**src/logic/crc_pkg.sv**
```systemverilog
// constants and state types for the coprocessor run control block
package crc_pkg;
    // ==================================================
    // host register offsets
    localparam logic [15:0] ADDR_PC_LO = 16'h301E;
    localparam logic [15:0] ADDR_PC_HI = 16'h301F;
    localparam logic [15:0] ADDR_STAT_LO = 16'h3030;
    localparam logic [15:0] ADDR_STAT_HI = 16'h3031;
    localparam logic [15:0] ADDR_BANK = 16'h3034;
    localparam logic [15:0] ADDR_CFG = 16'h3037;
    localparam logic [15:0] ADDR_SCR_BASE = 16'h3038;
    localparam logic [15:0] ADDR_CLK_SEL = 16'h3039;
    localparam logic [15:0] ADDR_SCR_MODE = 16'h303A;
    localparam logic [15:0] ADDR_CBR_LO = 16'h303E;
    localparam logic [15:0] ADDR_CBR_HI = 16'h303F;
    // ==================================================
    // field positions
    localparam int STAT_GO_BIT = 5;
    localparam int STAT_IRQ_BIT = 7;
    localparam int MODE_ROM_OWN_BIT = 4;
    localparam int MODE_RAM_OWN_BIT = 3;
    localparam int CFG_IRQ_MASK_BIT = 7;
    // ==================================================
    // reset values and fixed figures
    localparam logic [15:0] PC_RESET = 16'h0000;
    localparam logic [15:0] PC_STOP_INC = 16'h0001;
    localparam logic [11:0] CBR_RESET = 12'h000;
    localparam logic [7:0] BYTE_RESET = 8'h00;
    localparam logic [7:0] DUMMY_ZERO = 8'h00;
    localparam logic [7:0] DUMMY_NIB_4 = 8'h04;
    localparam logic [7:0] DUMMY_NIB_A = 8'h08;
    localparam logic [7:0] DUMMY_NIB_E = 8'h0C;
    localparam logic [7:0] DUMMY_OTHER = 8'h01;
    localparam logic [15:0] VEC_COP = 16'hFFE4;
    localparam logic [15:0] VEC_NMI = 16'hFFEA;
    // ==================================================
    // state records
    typedef struct packed {
        logic [15:0] pc;
        logic go;
        logic irq;
        logic [7:0] bank;
        logic [7:0] cfg;
        logic [7:0] scr_base;
        logic [7:0] scr_mode;
        logic clk_sel;
        logic [11:0] cbr;
        logic start;
        logic flush;
        logic rvalid;
        logic [7:0] rdata;
        logic irq_n;
        logic rom_block;
    } crc_ctl_t;
    typedef struct packed {
        logic stall;
    } crc_gate_t;
endpackage : crc_pkg

```
**src/logic/crc_own_if.sv**
```systemverilog
// ownership flags and memory requests between control and stall gate
`timescale 1ns/100ps
interface crc_own_if;
    logic go;
    logic rom_owner_flag;
    logic ram_owner_flag;
    logic rom_req;
    logic ram_req;
    logic in_cache;
    logic stall;
    modport ctl (output go, output rom_owner_flag, output ram_owner_flag,
        output rom_req, output ram_req, output in_cache, input stall);
    modport gate (input go, input rom_owner_flag, input ram_owner_flag,
        input rom_req, input ram_req, input in_cache, output stall);
endinterface : crc_own_if

```
**src/logic/crc_stall_gate.sv**
```systemverilog
// wait stall for cartridge accesses the coprocessor does not own
`timescale 1ns/100ps
module crc_stall_gate (
    input wire logic sys_clk,
    input wire logic rst,
    crc_own_if.gate own
);
    crc_pkg::crc_gate_t st_ff;
    crc_pkg::crc_gate_t nxt_st;

    // ==================================================
    // stall logic
    // cache fetches never stall, so the core keeps running while the host holds both buses
    always_comb begin
        nxt_st = st_ff;
        nxt_st.stall = own.go && !own.in_cache &&
            ((own.rom_req && !own.rom_owner_flag) ||
             (own.ram_req && !own.ram_owner_flag));
        if (rst) begin
            nxt_st.stall = 1'b0;
        end
    end

    always_ff @(posedge sys_clk) begin
        st_ff <= nxt_st;
    end

    assign own.stall = st_ff.stall;

    // ==================================================
    // checks
    chk_rom_wait_entry: assert property (@(posedge sys_clk) disable iff (rst)
        (own.go && !own.in_cache && own.rom_req && !own.rom_owner_flag) |=> own.stall)
        else $error("rom access without ownership did not stall");
    chk_wait_release: assert property (@(posedge sys_clk) disable iff (rst)
        (own.stall && own.rom_owner_flag && own.ram_owner_flag) |=> !own.stall)
        else $error("stall held after ownership returned");
    chk_ram_wait_entry: assert property (@(posedge sys_clk) disable iff (rst)
        (own.go && !own.in_cache && own.ram_req && !own.ram_owner_flag) |=> own.stall)
        else $error("ram access without ownership did not stall");
endmodule : crc_stall_gate

```
**src/logic/crc_dummy_rom.sv**
```systemverilog
// substitute byte for host rom reads while the coprocessor owns rom
`timescale 1ns/100ps
module crc_dummy_rom (
    input wire logic [3:0] nibble,
    output logic [7:0] dummy
);
    // ==================================================
    // the byte pairs form the substitute vectors 0100, 0104, 0108, 010c
    always_comb begin
        unique case (nibble)
            4'h0, 4'h2, 4'h6, 4'h8, 4'hC: dummy = crc_pkg::DUMMY_ZERO;
            4'h4: dummy = crc_pkg::DUMMY_NIB_4;
            4'hA: dummy = crc_pkg::DUMMY_NIB_A;
            4'hE: dummy = crc_pkg::DUMMY_NIB_E;
            default: dummy = crc_pkg::DUMMY_OTHER;
        endcase
    end
endmodule : crc_dummy_rom

```
**src/logic/crc_run_control.sv**
```systemverilog
// run control, host register port and ownership of the coprocessor
// Summary of operation
// - after reset the coprocessor idles and fetches nothing until started.
// - host write of the program counter upper byte starts execution at that address.
// - stop instruction clears run flag, raises host interrupt, enters idle.
// - after stop the program counter holds the preceding instruction value plus one.
// - host writing zero to run flag stops, flushes cache, zeroes cache base.
// - rom owner cleared while running stalls at the next rom access.
// - setting the owner flag again releases the stall and processing resumes.
// - ram owner flag gives the same stall and resume for cartridge ram.
// - while running with rom owner set, host rom accesses never reach rom.
// - host vector reads then return substitute vectors in host work ram.
// - any host rom read then returns a byte chosen by the low nibble.
// - completion sets the interrupt flag at status bit 15.
// - host read of the status interrupt flag clears it.
// - config bit 7 set suppresses the interrupt output to the host.
// - status run flag reads one while executing and zero when idle.
// - each owner flag gives its bus to host at zero, coprocessor at one.
`timescale 1ns/100ps
module crc_run_control (
    input wire logic sys_clk,
    input wire logic rst,
    input wire logic [15:0] host_addr,
    input wire logic [7:0] host_wdata,
    input wire logic host_wr,
    input wire logic host_rd,
    input wire logic host_rom_sel,
    output logic [7:0] host_rdata,
    output logic host_rvalid,
    output logic host_rom_block,
    output logic host_irq_n,
    input wire logic core_stop,
    input wire logic [15:0] core_stop_base,
    input wire logic core_cbr_load,
    input wire logic [11:0] core_cbr_value,
    input wire logic core_rom_req,
    input wire logic core_ram_req,
    input wire logic core_in_cache,
    output logic core_run,
    output logic core_start,
    output logic core_wait,
    output logic cache_flush,
    output logic [15:0] prog_counter,
    output logic [11:0] cache_base,
    output logic [7:0] code_bank_reg,
    output logic [7:0] config_reg,
    output logic [7:0] screen_base_reg,
    output logic [7:0] screen_mode_reg,
    output logic clock_select_reg
);
    crc_pkg::crc_ctl_t st_ff;
    crc_pkg::crc_ctl_t nxt_st;
    crc_own_if own ();
    logic reg_wr;
    logic reg_rd;
    logic rom_rd;
    logic [7:0] dummy_byte;

    // ==================================================
    // submodules
    crc_stall_gate u_gate (
        .sys_clk(sys_clk),
        .rst(rst),
        .own(own)
    );

    crc_dummy_rom u_dummy (
        .nibble(host_addr[3:0]),
        .dummy(dummy_byte)
    );

    assign own.go = st_ff.go;
    assign own.rom_owner_flag = st_ff.scr_mode[crc_pkg::MODE_ROM_OWN_BIT];
    assign own.ram_owner_flag = st_ff.scr_mode[crc_pkg::MODE_RAM_OWN_BIT];
    assign own.rom_req = core_rom_req;
    assign own.ram_req = core_ram_req;
    assign own.in_cache = core_in_cache;

    // ==================================================
    // host access decode
    assign reg_wr = host_wr && !host_rom_sel;
    assign reg_rd = host_rd && !host_rom_sel;
    assign rom_rd = host_rd && host_rom_sel;

    // ==================================================
    // next state
    always_comb begin
        nxt_st = st_ff;
        nxt_st.start = 1'b0;
        nxt_st.flush = 1'b0;
        nxt_st.rvalid = 1'b0;
        if (core_cbr_load) begin
            nxt_st.cbr = core_cbr_value;
        end
        // status read clears the flag first so that a stop in the same
        // cycle sets it again and the event is not lost
        if (reg_rd && host_addr == crc_pkg::ADDR_STAT_HI) begin
            nxt_st.irq = 1'b0;
        end
        if (core_stop && st_ff.go) begin
            nxt_st.go = 1'b0;
            nxt_st.irq = 1'b1;
            nxt_st.pc = core_stop_base + crc_pkg::PC_STOP_INC;
        end
        if (reg_wr) begin
            unique case (host_addr)
                crc_pkg::ADDR_PC_LO: nxt_st.pc[7:0] = host_wdata;
                crc_pkg::ADDR_PC_HI: begin
                    nxt_st.pc[15:8] = host_wdata;
                    nxt_st.go = 1'b1;
                    nxt_st.start = 1'b1;
                end
                crc_pkg::ADDR_STAT_LO: begin
                    if (!host_wdata[crc_pkg::STAT_GO_BIT]) begin
                        nxt_st.go = 1'b0;
                        nxt_st.flush = 1'b1;
                        nxt_st.cbr = crc_pkg::CBR_RESET;
                    end
                end
                crc_pkg::ADDR_BANK: nxt_st.bank = host_wdata;
                crc_pkg::ADDR_CFG: nxt_st.cfg = host_wdata;
                crc_pkg::ADDR_SCR_BASE: nxt_st.scr_base = host_wdata;
                crc_pkg::ADDR_CLK_SEL: nxt_st.clk_sel = host_wdata[0];
                crc_pkg::ADDR_SCR_MODE: nxt_st.scr_mode = host_wdata;
                default: ;
            endcase
        end
        if (reg_rd) begin
            nxt_st.rvalid = 1'b1;
            unique case (host_addr)
                crc_pkg::ADDR_PC_LO: nxt_st.rdata = st_ff.pc[7:0];
                crc_pkg::ADDR_PC_HI: nxt_st.rdata = st_ff.pc[15:8];
                crc_pkg::ADDR_STAT_LO: nxt_st.rdata = {2'b00, st_ff.go, 5'b00000};
                crc_pkg::ADDR_STAT_HI: nxt_st.rdata = {st_ff.irq, 7'b0000000};
                crc_pkg::ADDR_BANK: nxt_st.rdata = st_ff.bank;
                crc_pkg::ADDR_CBR_LO: nxt_st.rdata = {st_ff.cbr[3:0], 4'h0};
                crc_pkg::ADDR_CBR_HI: nxt_st.rdata = st_ff.cbr[11:4];
                default: nxt_st.rdata = crc_pkg::BYTE_RESET;
            endcase
        end else if (rom_rd && st_ff.rom_block) begin
            // the rom is cut off; the host still gets vectors into work ram
            nxt_st.rvalid = 1'b1;
            nxt_st.rdata = dummy_byte;
        end
        if (rst) begin
            nxt_st.pc = crc_pkg::PC_RESET;
            nxt_st.go = 1'b0;
            nxt_st.irq = 1'b0;
            nxt_st.bank = crc_pkg::BYTE_RESET;
            nxt_st.cfg = crc_pkg::BYTE_RESET;
            nxt_st.scr_base = crc_pkg::BYTE_RESET;
            nxt_st.scr_mode = crc_pkg::BYTE_RESET;
            nxt_st.clk_sel = 1'b0;
            nxt_st.cbr = crc_pkg::CBR_RESET;
            nxt_st.start = 1'b0;
            nxt_st.flush = 1'b0;
            nxt_st.rvalid = 1'b0;
            nxt_st.rdata = crc_pkg::BYTE_RESET;
        end
        // derived outputs follow the new state so they line up with it
        nxt_st.irq_n = !(nxt_st.irq && !nxt_st.cfg[crc_pkg::CFG_IRQ_MASK_BIT]);
        nxt_st.rom_block = nxt_st.go && nxt_st.scr_mode[crc_pkg::MODE_ROM_OWN_BIT];
    end

    always_ff @(posedge sys_clk) begin
        st_ff <= nxt_st;
    end

    // ==================================================
    // outputs
    assign host_rdata = st_ff.rdata;
    assign host_rvalid = st_ff.rvalid;
    assign host_rom_block = st_ff.rom_block;
    assign host_irq_n = st_ff.irq_n;
    assign core_run = st_ff.go;
    assign core_start = st_ff.start;
    assign core_wait = own.stall;
    assign cache_flush = st_ff.flush;
    assign prog_counter = st_ff.pc;
    assign cache_base = st_ff.cbr;
    assign code_bank_reg = st_ff.bank;
    assign config_reg = st_ff.cfg;
    assign screen_base_reg = st_ff.scr_base;
    assign screen_mode_reg = st_ff.scr_mode;
    assign clock_select_reg = st_ff.clk_sel;

    // ==================================================
    // checks
    chk_idle_after_reset: assert property (@(posedge sys_clk)
        rst |=> !core_run && !core_start && host_irq_n)
        else $error("not idle after reset");
    chk_start_on_pc: assert property (@(posedge sys_clk) disable iff (rst)
        (reg_wr && host_addr == crc_pkg::ADDR_PC_HI) |=>
        core_run && core_start && prog_counter[15:8] == $past(host_wdata))
        else $error("upper counter write did not start");
    chk_low_no_start: assert property (@(posedge sys_clk) disable iff (rst)
        (reg_wr && host_addr == crc_pkg::ADDR_PC_LO) |=> !core_start)
        else $error("lower counter write started execution");
    chk_stop_idle: assert property (@(posedge sys_clk) disable iff (rst)
        (core_stop && core_run && !reg_wr) |=>
        !core_run && (!host_irq_n || config_reg[crc_pkg::CFG_IRQ_MASK_BIT]))
        else $error("stop did not idle and interrupt");
    chk_stop_counter: assert property (@(posedge sys_clk) disable iff (rst)
        (core_stop && core_run && !reg_wr) |=> prog_counter == $past(core_stop_base) + 16'h0001)
        else $error("counter after stop wrong");
    chk_forced_stop: assert property (@(posedge sys_clk) disable iff (rst)
        (reg_wr && host_addr == crc_pkg::ADDR_STAT_LO && !host_wdata[crc_pkg::STAT_GO_BIT]) |=>
        !core_run && cache_flush && cache_base == crc_pkg::CBR_RESET)
        else $error("forced stop incomplete");
    chk_vector_sub: assert property (@(posedge sys_clk) disable iff (rst)
        (rom_rd && host_rom_block && host_addr == crc_pkg::VEC_COP) |=>
        host_rvalid && host_rdata == 8'h04)
        else $error("substitute vector low byte wrong");
    chk_dummy_nmi: assert property (@(posedge sys_clk) disable iff (rst)
        (rom_rd && host_rom_block && host_addr == crc_pkg::VEC_NMI) |=> host_rdata == 8'h08)
        else $error("dummy byte for nibble a wrong");
    chk_rom_blocked: assert property (@(posedge sys_clk) disable iff (rst)
        host_rom_block |-> core_run && screen_mode_reg[4])
        else $error("rom block without run and owner");
    chk_irq_clear: assert property (@(posedge sys_clk) disable iff (rst)
        (reg_rd && host_addr == crc_pkg::ADDR_STAT_HI && !core_stop) |=> host_irq_n)
        else $error("status read did not clear interrupt");
    chk_irq_mask: assert property (@(posedge sys_clk) disable iff (rst)
        config_reg[7] |-> host_irq_n)
        else $error("masked interrupt reached host");
    chk_run_flag: assert property (@(posedge sys_clk) disable iff (rst)
        (reg_rd && host_addr == crc_pkg::ADDR_STAT_LO) |=>
        host_rdata[crc_pkg::STAT_GO_BIT] == $past(core_run))
        else $error("run flag read wrong");
endmodule : crc_run_control

```
**config.mk**
```make
export PLATFORM = sky130hd
export DESIGN_NAME = crc_run_control
export DESIGN_NICKNAME = d
export VERILOG_FILES = /design/src/logic/crc_pkg.sv /design/src/logic/crc_own_if.sv /design/src/logic/crc_stall_gate.sv /design/src/logic/crc_dummy_rom.sv /design/src/logic/crc_run_control.sv
export SDC_FILE = /design/constraint.sdc
export NUM_CORES = 1
export LEC_CHECK = 0
export BUFFER_PORTS_ARGS = -buffer_cell sky130_fd_sc_hd__buf_4
export CORE_ASPECT_RATIO = 1.4
export CORE_UTILIZATION = 33
export DETAILED_ROUTE_END_ITERATION = 10
export GPL_ROUTABILITY_DRIVEN = 1
export PLACE_DENSITY_LB_ADDON = 0.12
export SETUP_SLACK_MARGIN = 0.1
export SYNTH_ARGS = -nofsm -noshare
export SYNTH_HDL_FRONTEND = slang
export SYNTH_SLANG_ARGS = --single-unit
```
**constraint.sdc**
```tcl
create_clock -name sys_clk -period 2.44 [get_ports sys_clk]
set_input_delay 0.122 -clock sys_clk [delete_from_list [all_inputs] [get_ports sys_clk]]
set_output_delay 0.122 -clock sys_clk [all_outputs]
set_load 0.01 [all_outputs]
```
==> impl_results.md <==
- Vias per Instance: 5.12
- Crit path DAT: 2.02 ns
- Unrepaired setup endpoints after global routing: no
- DR vias: 3574
- Final period demand of the worst path: 1.77 ns
- FP Rows: 49
- Die W: 98.5 microns
- Synth Instances: 481
- Final setup margin: 0.674 ns
- Clk sinks: 77
- Sequential Power Share: 42.2%
- Initial antenna violation count: 0
- Power density over cell area: 581 nW/um^2
- Final HPWL DP: 10.0 mm
- Worst Setup Start Kind: flip-flop
- RR Startpoint: core_run$_DFF_P_
- TritonCTS clock tree: built
- Period utilisation layout: 72.4%
- First-pass GRT wire length: 19.9 mm
- Worst-margin pin slew: 0.860 ns
- Antenna Diode Count: 0
- Slowest CP cell: and2_1
- Setup Viol. Count Final: 0
- CP max FO: 16
- Drt drc: 10
- Fillcell total: 1311
- Most frequent cells in the layout: 140 x buf_4, 77 x nor2_1, 77 x dfxtp_1, 51 x mux2i_1, 25 x nand2_1
- Top-area cell type share of the netlist area: 35.9%
- Outcome: finished with violations
- H-tree depth: 3
- Sum Neg Setup Slack: 0 ns
- Internal: 2.37 mW
- R2R Setup Slk: 0.67 ns
- TritonCTS buffer count: 9
- Initial cell density of the core: 33.7%
- Most common cell after layout, fill and taps aside: buf_4
- Net Count, Synth: 544
- Slew HR: 42.3%
- Fin. max-slew vios: 0
- CTS clk-pin slew, worst paths: 0.06 ns
- Worst path top cell family by delay: simple AND/OR/NAND/NOR gates
- Hold Path End: cache_base[9]$_SDFF_PP0_
- Vias in the first global route: 3466
- Crit-path max cell delay: 0.52 ns
- Reg2reg end: prog_counter[13]$_SDFF_PP0_
- Clock Tree Buf Depth: 2
- Post-CTS setup repair buffer count: 0
- DRT antenna net count: 0
- Drt pass-1 iters: 8
- Synth Flop Type: dfxtp_1
- Die Span Y: 137 microns
- Required time of the critical path: 2.70 ns
- Max FFs per register: 16
- Layout cells sized above 1: 32.8%
- Hold Crit Start: core_cbr_value[9]
- Post-synth EDFFs: 0
- Max Clk Rate: 566 MHz
- Die area: 13500 sq um
- Distinct cells, synth: 60
- Peak supply drop: 0.000333 V
- Asr flop ratio synth: 0%
- Final Skew: 0.00342 ns
- IO Port Bufs: 137
- Leak Pwr: 2.32 nW
- Setup Slack @ Placement: 0.536 ns
- DRT Wirelength: 13.0 mm
- NumNets Final: 604
- Worst Path Buf+Inv: 1
- HP Class: in2reg
- Clk_lat worst skew: 0.33 ns
- Critical path class: reg2reg
- Synthesized area: 4300 sq um
- FF+latch count, synth: 77
- FF-to-FF path depth: 5
- GR Util All Layers: 19.6%
- Gpl congestion: 0.844
- Total core area: 12800 sq um
- Routed length per instance: 18.7 microns
- Number of I/O pins: 138
- Comb pwr share: 9.1%
- P_sw: 0.669 mW
- Area delta synth->final: 21.8%
- MaxCap Viol Count: 0
- Switching Fraction: 22.0%
- Hold Path Cell Cnt: 3
- Seq/Total Area, Yosys: 35.9%
- Ys Warns: 0
- Initial DRC Count: 172
- Final hold violations: 0
- Root Driver: clkbuf_16
- CP cell instances: and2_1, buf_4, nor2_1, a211o_1, a21oi_1
- Top post-synthesis cells by area: dfxtp_1 36%, buf_4 12%, mux2i_1 12%
- Failing checks: design-rule violations
- Avg Inst Size Synth: 8.94 sq um
- Post-synth top area cell: dfxtp_1
- Pin count of the biggest net entering global routing: 48
- Grt total ovfl: 0
- Worst setup EP type: flip-flop
- Clock Power Share: 48.6%
[synth_stat cells, types with 2 or more instances]
library cell and count:
mux2i_1 51, a31oi_1 2, nand2_1 25, a21oi_1 16, a32oi_1 4, buf_4 70, a221oi_1 4, and3_2 2
nand4_1 6, and3_1 3, mux2_2 4, clkbuf_1 10, nand4_4 2, nand2b_1 3, nor4_2 3, nor2b_1 6
and4b_1 2, xor2_1 2, nor3_1 7, a211o_1 7, nand4_2 2, xnor2_1 11, buf_2 8, dfxtp_1 77
buf_6 2, nand3_1 11, o21ai_0 6, a22oi_1 12, o211ai_1 6, nor3_2 2, inv_1 8, a211oi_1 3
nor2_1 77
[through the flow]
stage          util, %  instance area [sq um]  power, mW  std cells  hold WS, ns
2_1_floorplan        -                   4300       1.44        481        0.201
3_3_place_gp      38.4                   4890       1.59        682        0.287
3_5_place_dp      38.4                   4890       1.59        682        0.302
4_1_cts           41.1                   5240       3.07        698       0.0178
5_1_grt           41.1                   5240       3.16        698       0.0238
6_report          41.1                   5240       3.04        698       0.0232
[power by group through the flow]
| stage | Clock, mW | Combinational, mW | Sequential (mW) |
|---|---|---|---|
| 2_1_floorplan | 0 | 0.135 | 1.31 |
| 3_3_place_gp | 0 | 0.277 | 1.31 |
| 3_5_place_dp | 0 | 0.278 | 1.31 |
| 4_1_cts | 1.51 | 0.280 | 1.28 |
| 5_1_grt | 1.57 | 0.301 | 1.28 |
| 6_report | 1.48 | 0.278 | 1.28 |
[worst register-to-register path: cells and delay by family (launching register included)]
kind	cells	cell delay, ns
and+or+nand+nor	2	0.59
DFF	1	0.43
AOI/OAI and AO/OA	2	0.40
buffers and inverters	1	0.29
[cell type report]
class / instances / area (sq um) / share of cell area (%)
multi-input combinational: 303 / 2070 / 39.6
tap: 153 / 191 / 3.66
sequential: 77 / 1540 / 29.4
clock buffer: 12 / 267 / 5.09
inverter: 9 / 33.8 / 0.645
clock inverter: 3 / 67.6 / 1.29
timing repair buffer: 141 / 1060 / 20.3
[what timing repair did]
action	CTS	global route
hold endpoints to repair	1	0
gates resized for setup	0	0
hold buffers	1	0
[logic make-up after synthesis]
group,Yosys count,share of synthesized area [%]
and+or+nand+nor,166,21.3
buffers and inverters,101,15.9
DFF,77,35.9
AOI/OAI and AO/OA,68,11.1
muxes,55,12.9
xor gates and xnor gates,13,2.65
adders and majority gates,1,0.291
[layer usage]
metal	GRT usage (%)	vias up	part of all wire, %
met3	2.81	13	5.5
met2	36.0	130	53
li1	-	1741	-
met5	0	-	0
met1	23.0	1690	40
met4	7.71	0	1.6
[worst max-delay path by stage]
stage | startpoint | to | slack (ns) | cells past startpoint
floorplan | core_run$_DFF_P_ | prog_counter[14]$_SDFF_PP0_ | 0.89 | 6
global placement | host_addr[7] | screen_base_reg[1]$_SDFFE_PP0P_ | 0.56 | 6
detailed placement | host_rom_sel | screen_base_reg[1]$_SDFFE_PP0P_ | 0.54 | 6
CTS | core_run$_DFF_P_ | prog_counter[13]$_SDFF_PP0_ | 0.69 | 5
global route | core_run$_DFF_P_ | prog_counter[8]$_SDFF_PP0_ | 0.52 | 5
finish | core_run$_DFF_P_ | prog_counter[13]$_SDFF_PP0_ | 0.67 | 5
No activity file was read; power rests on OpenSTA's default activity.
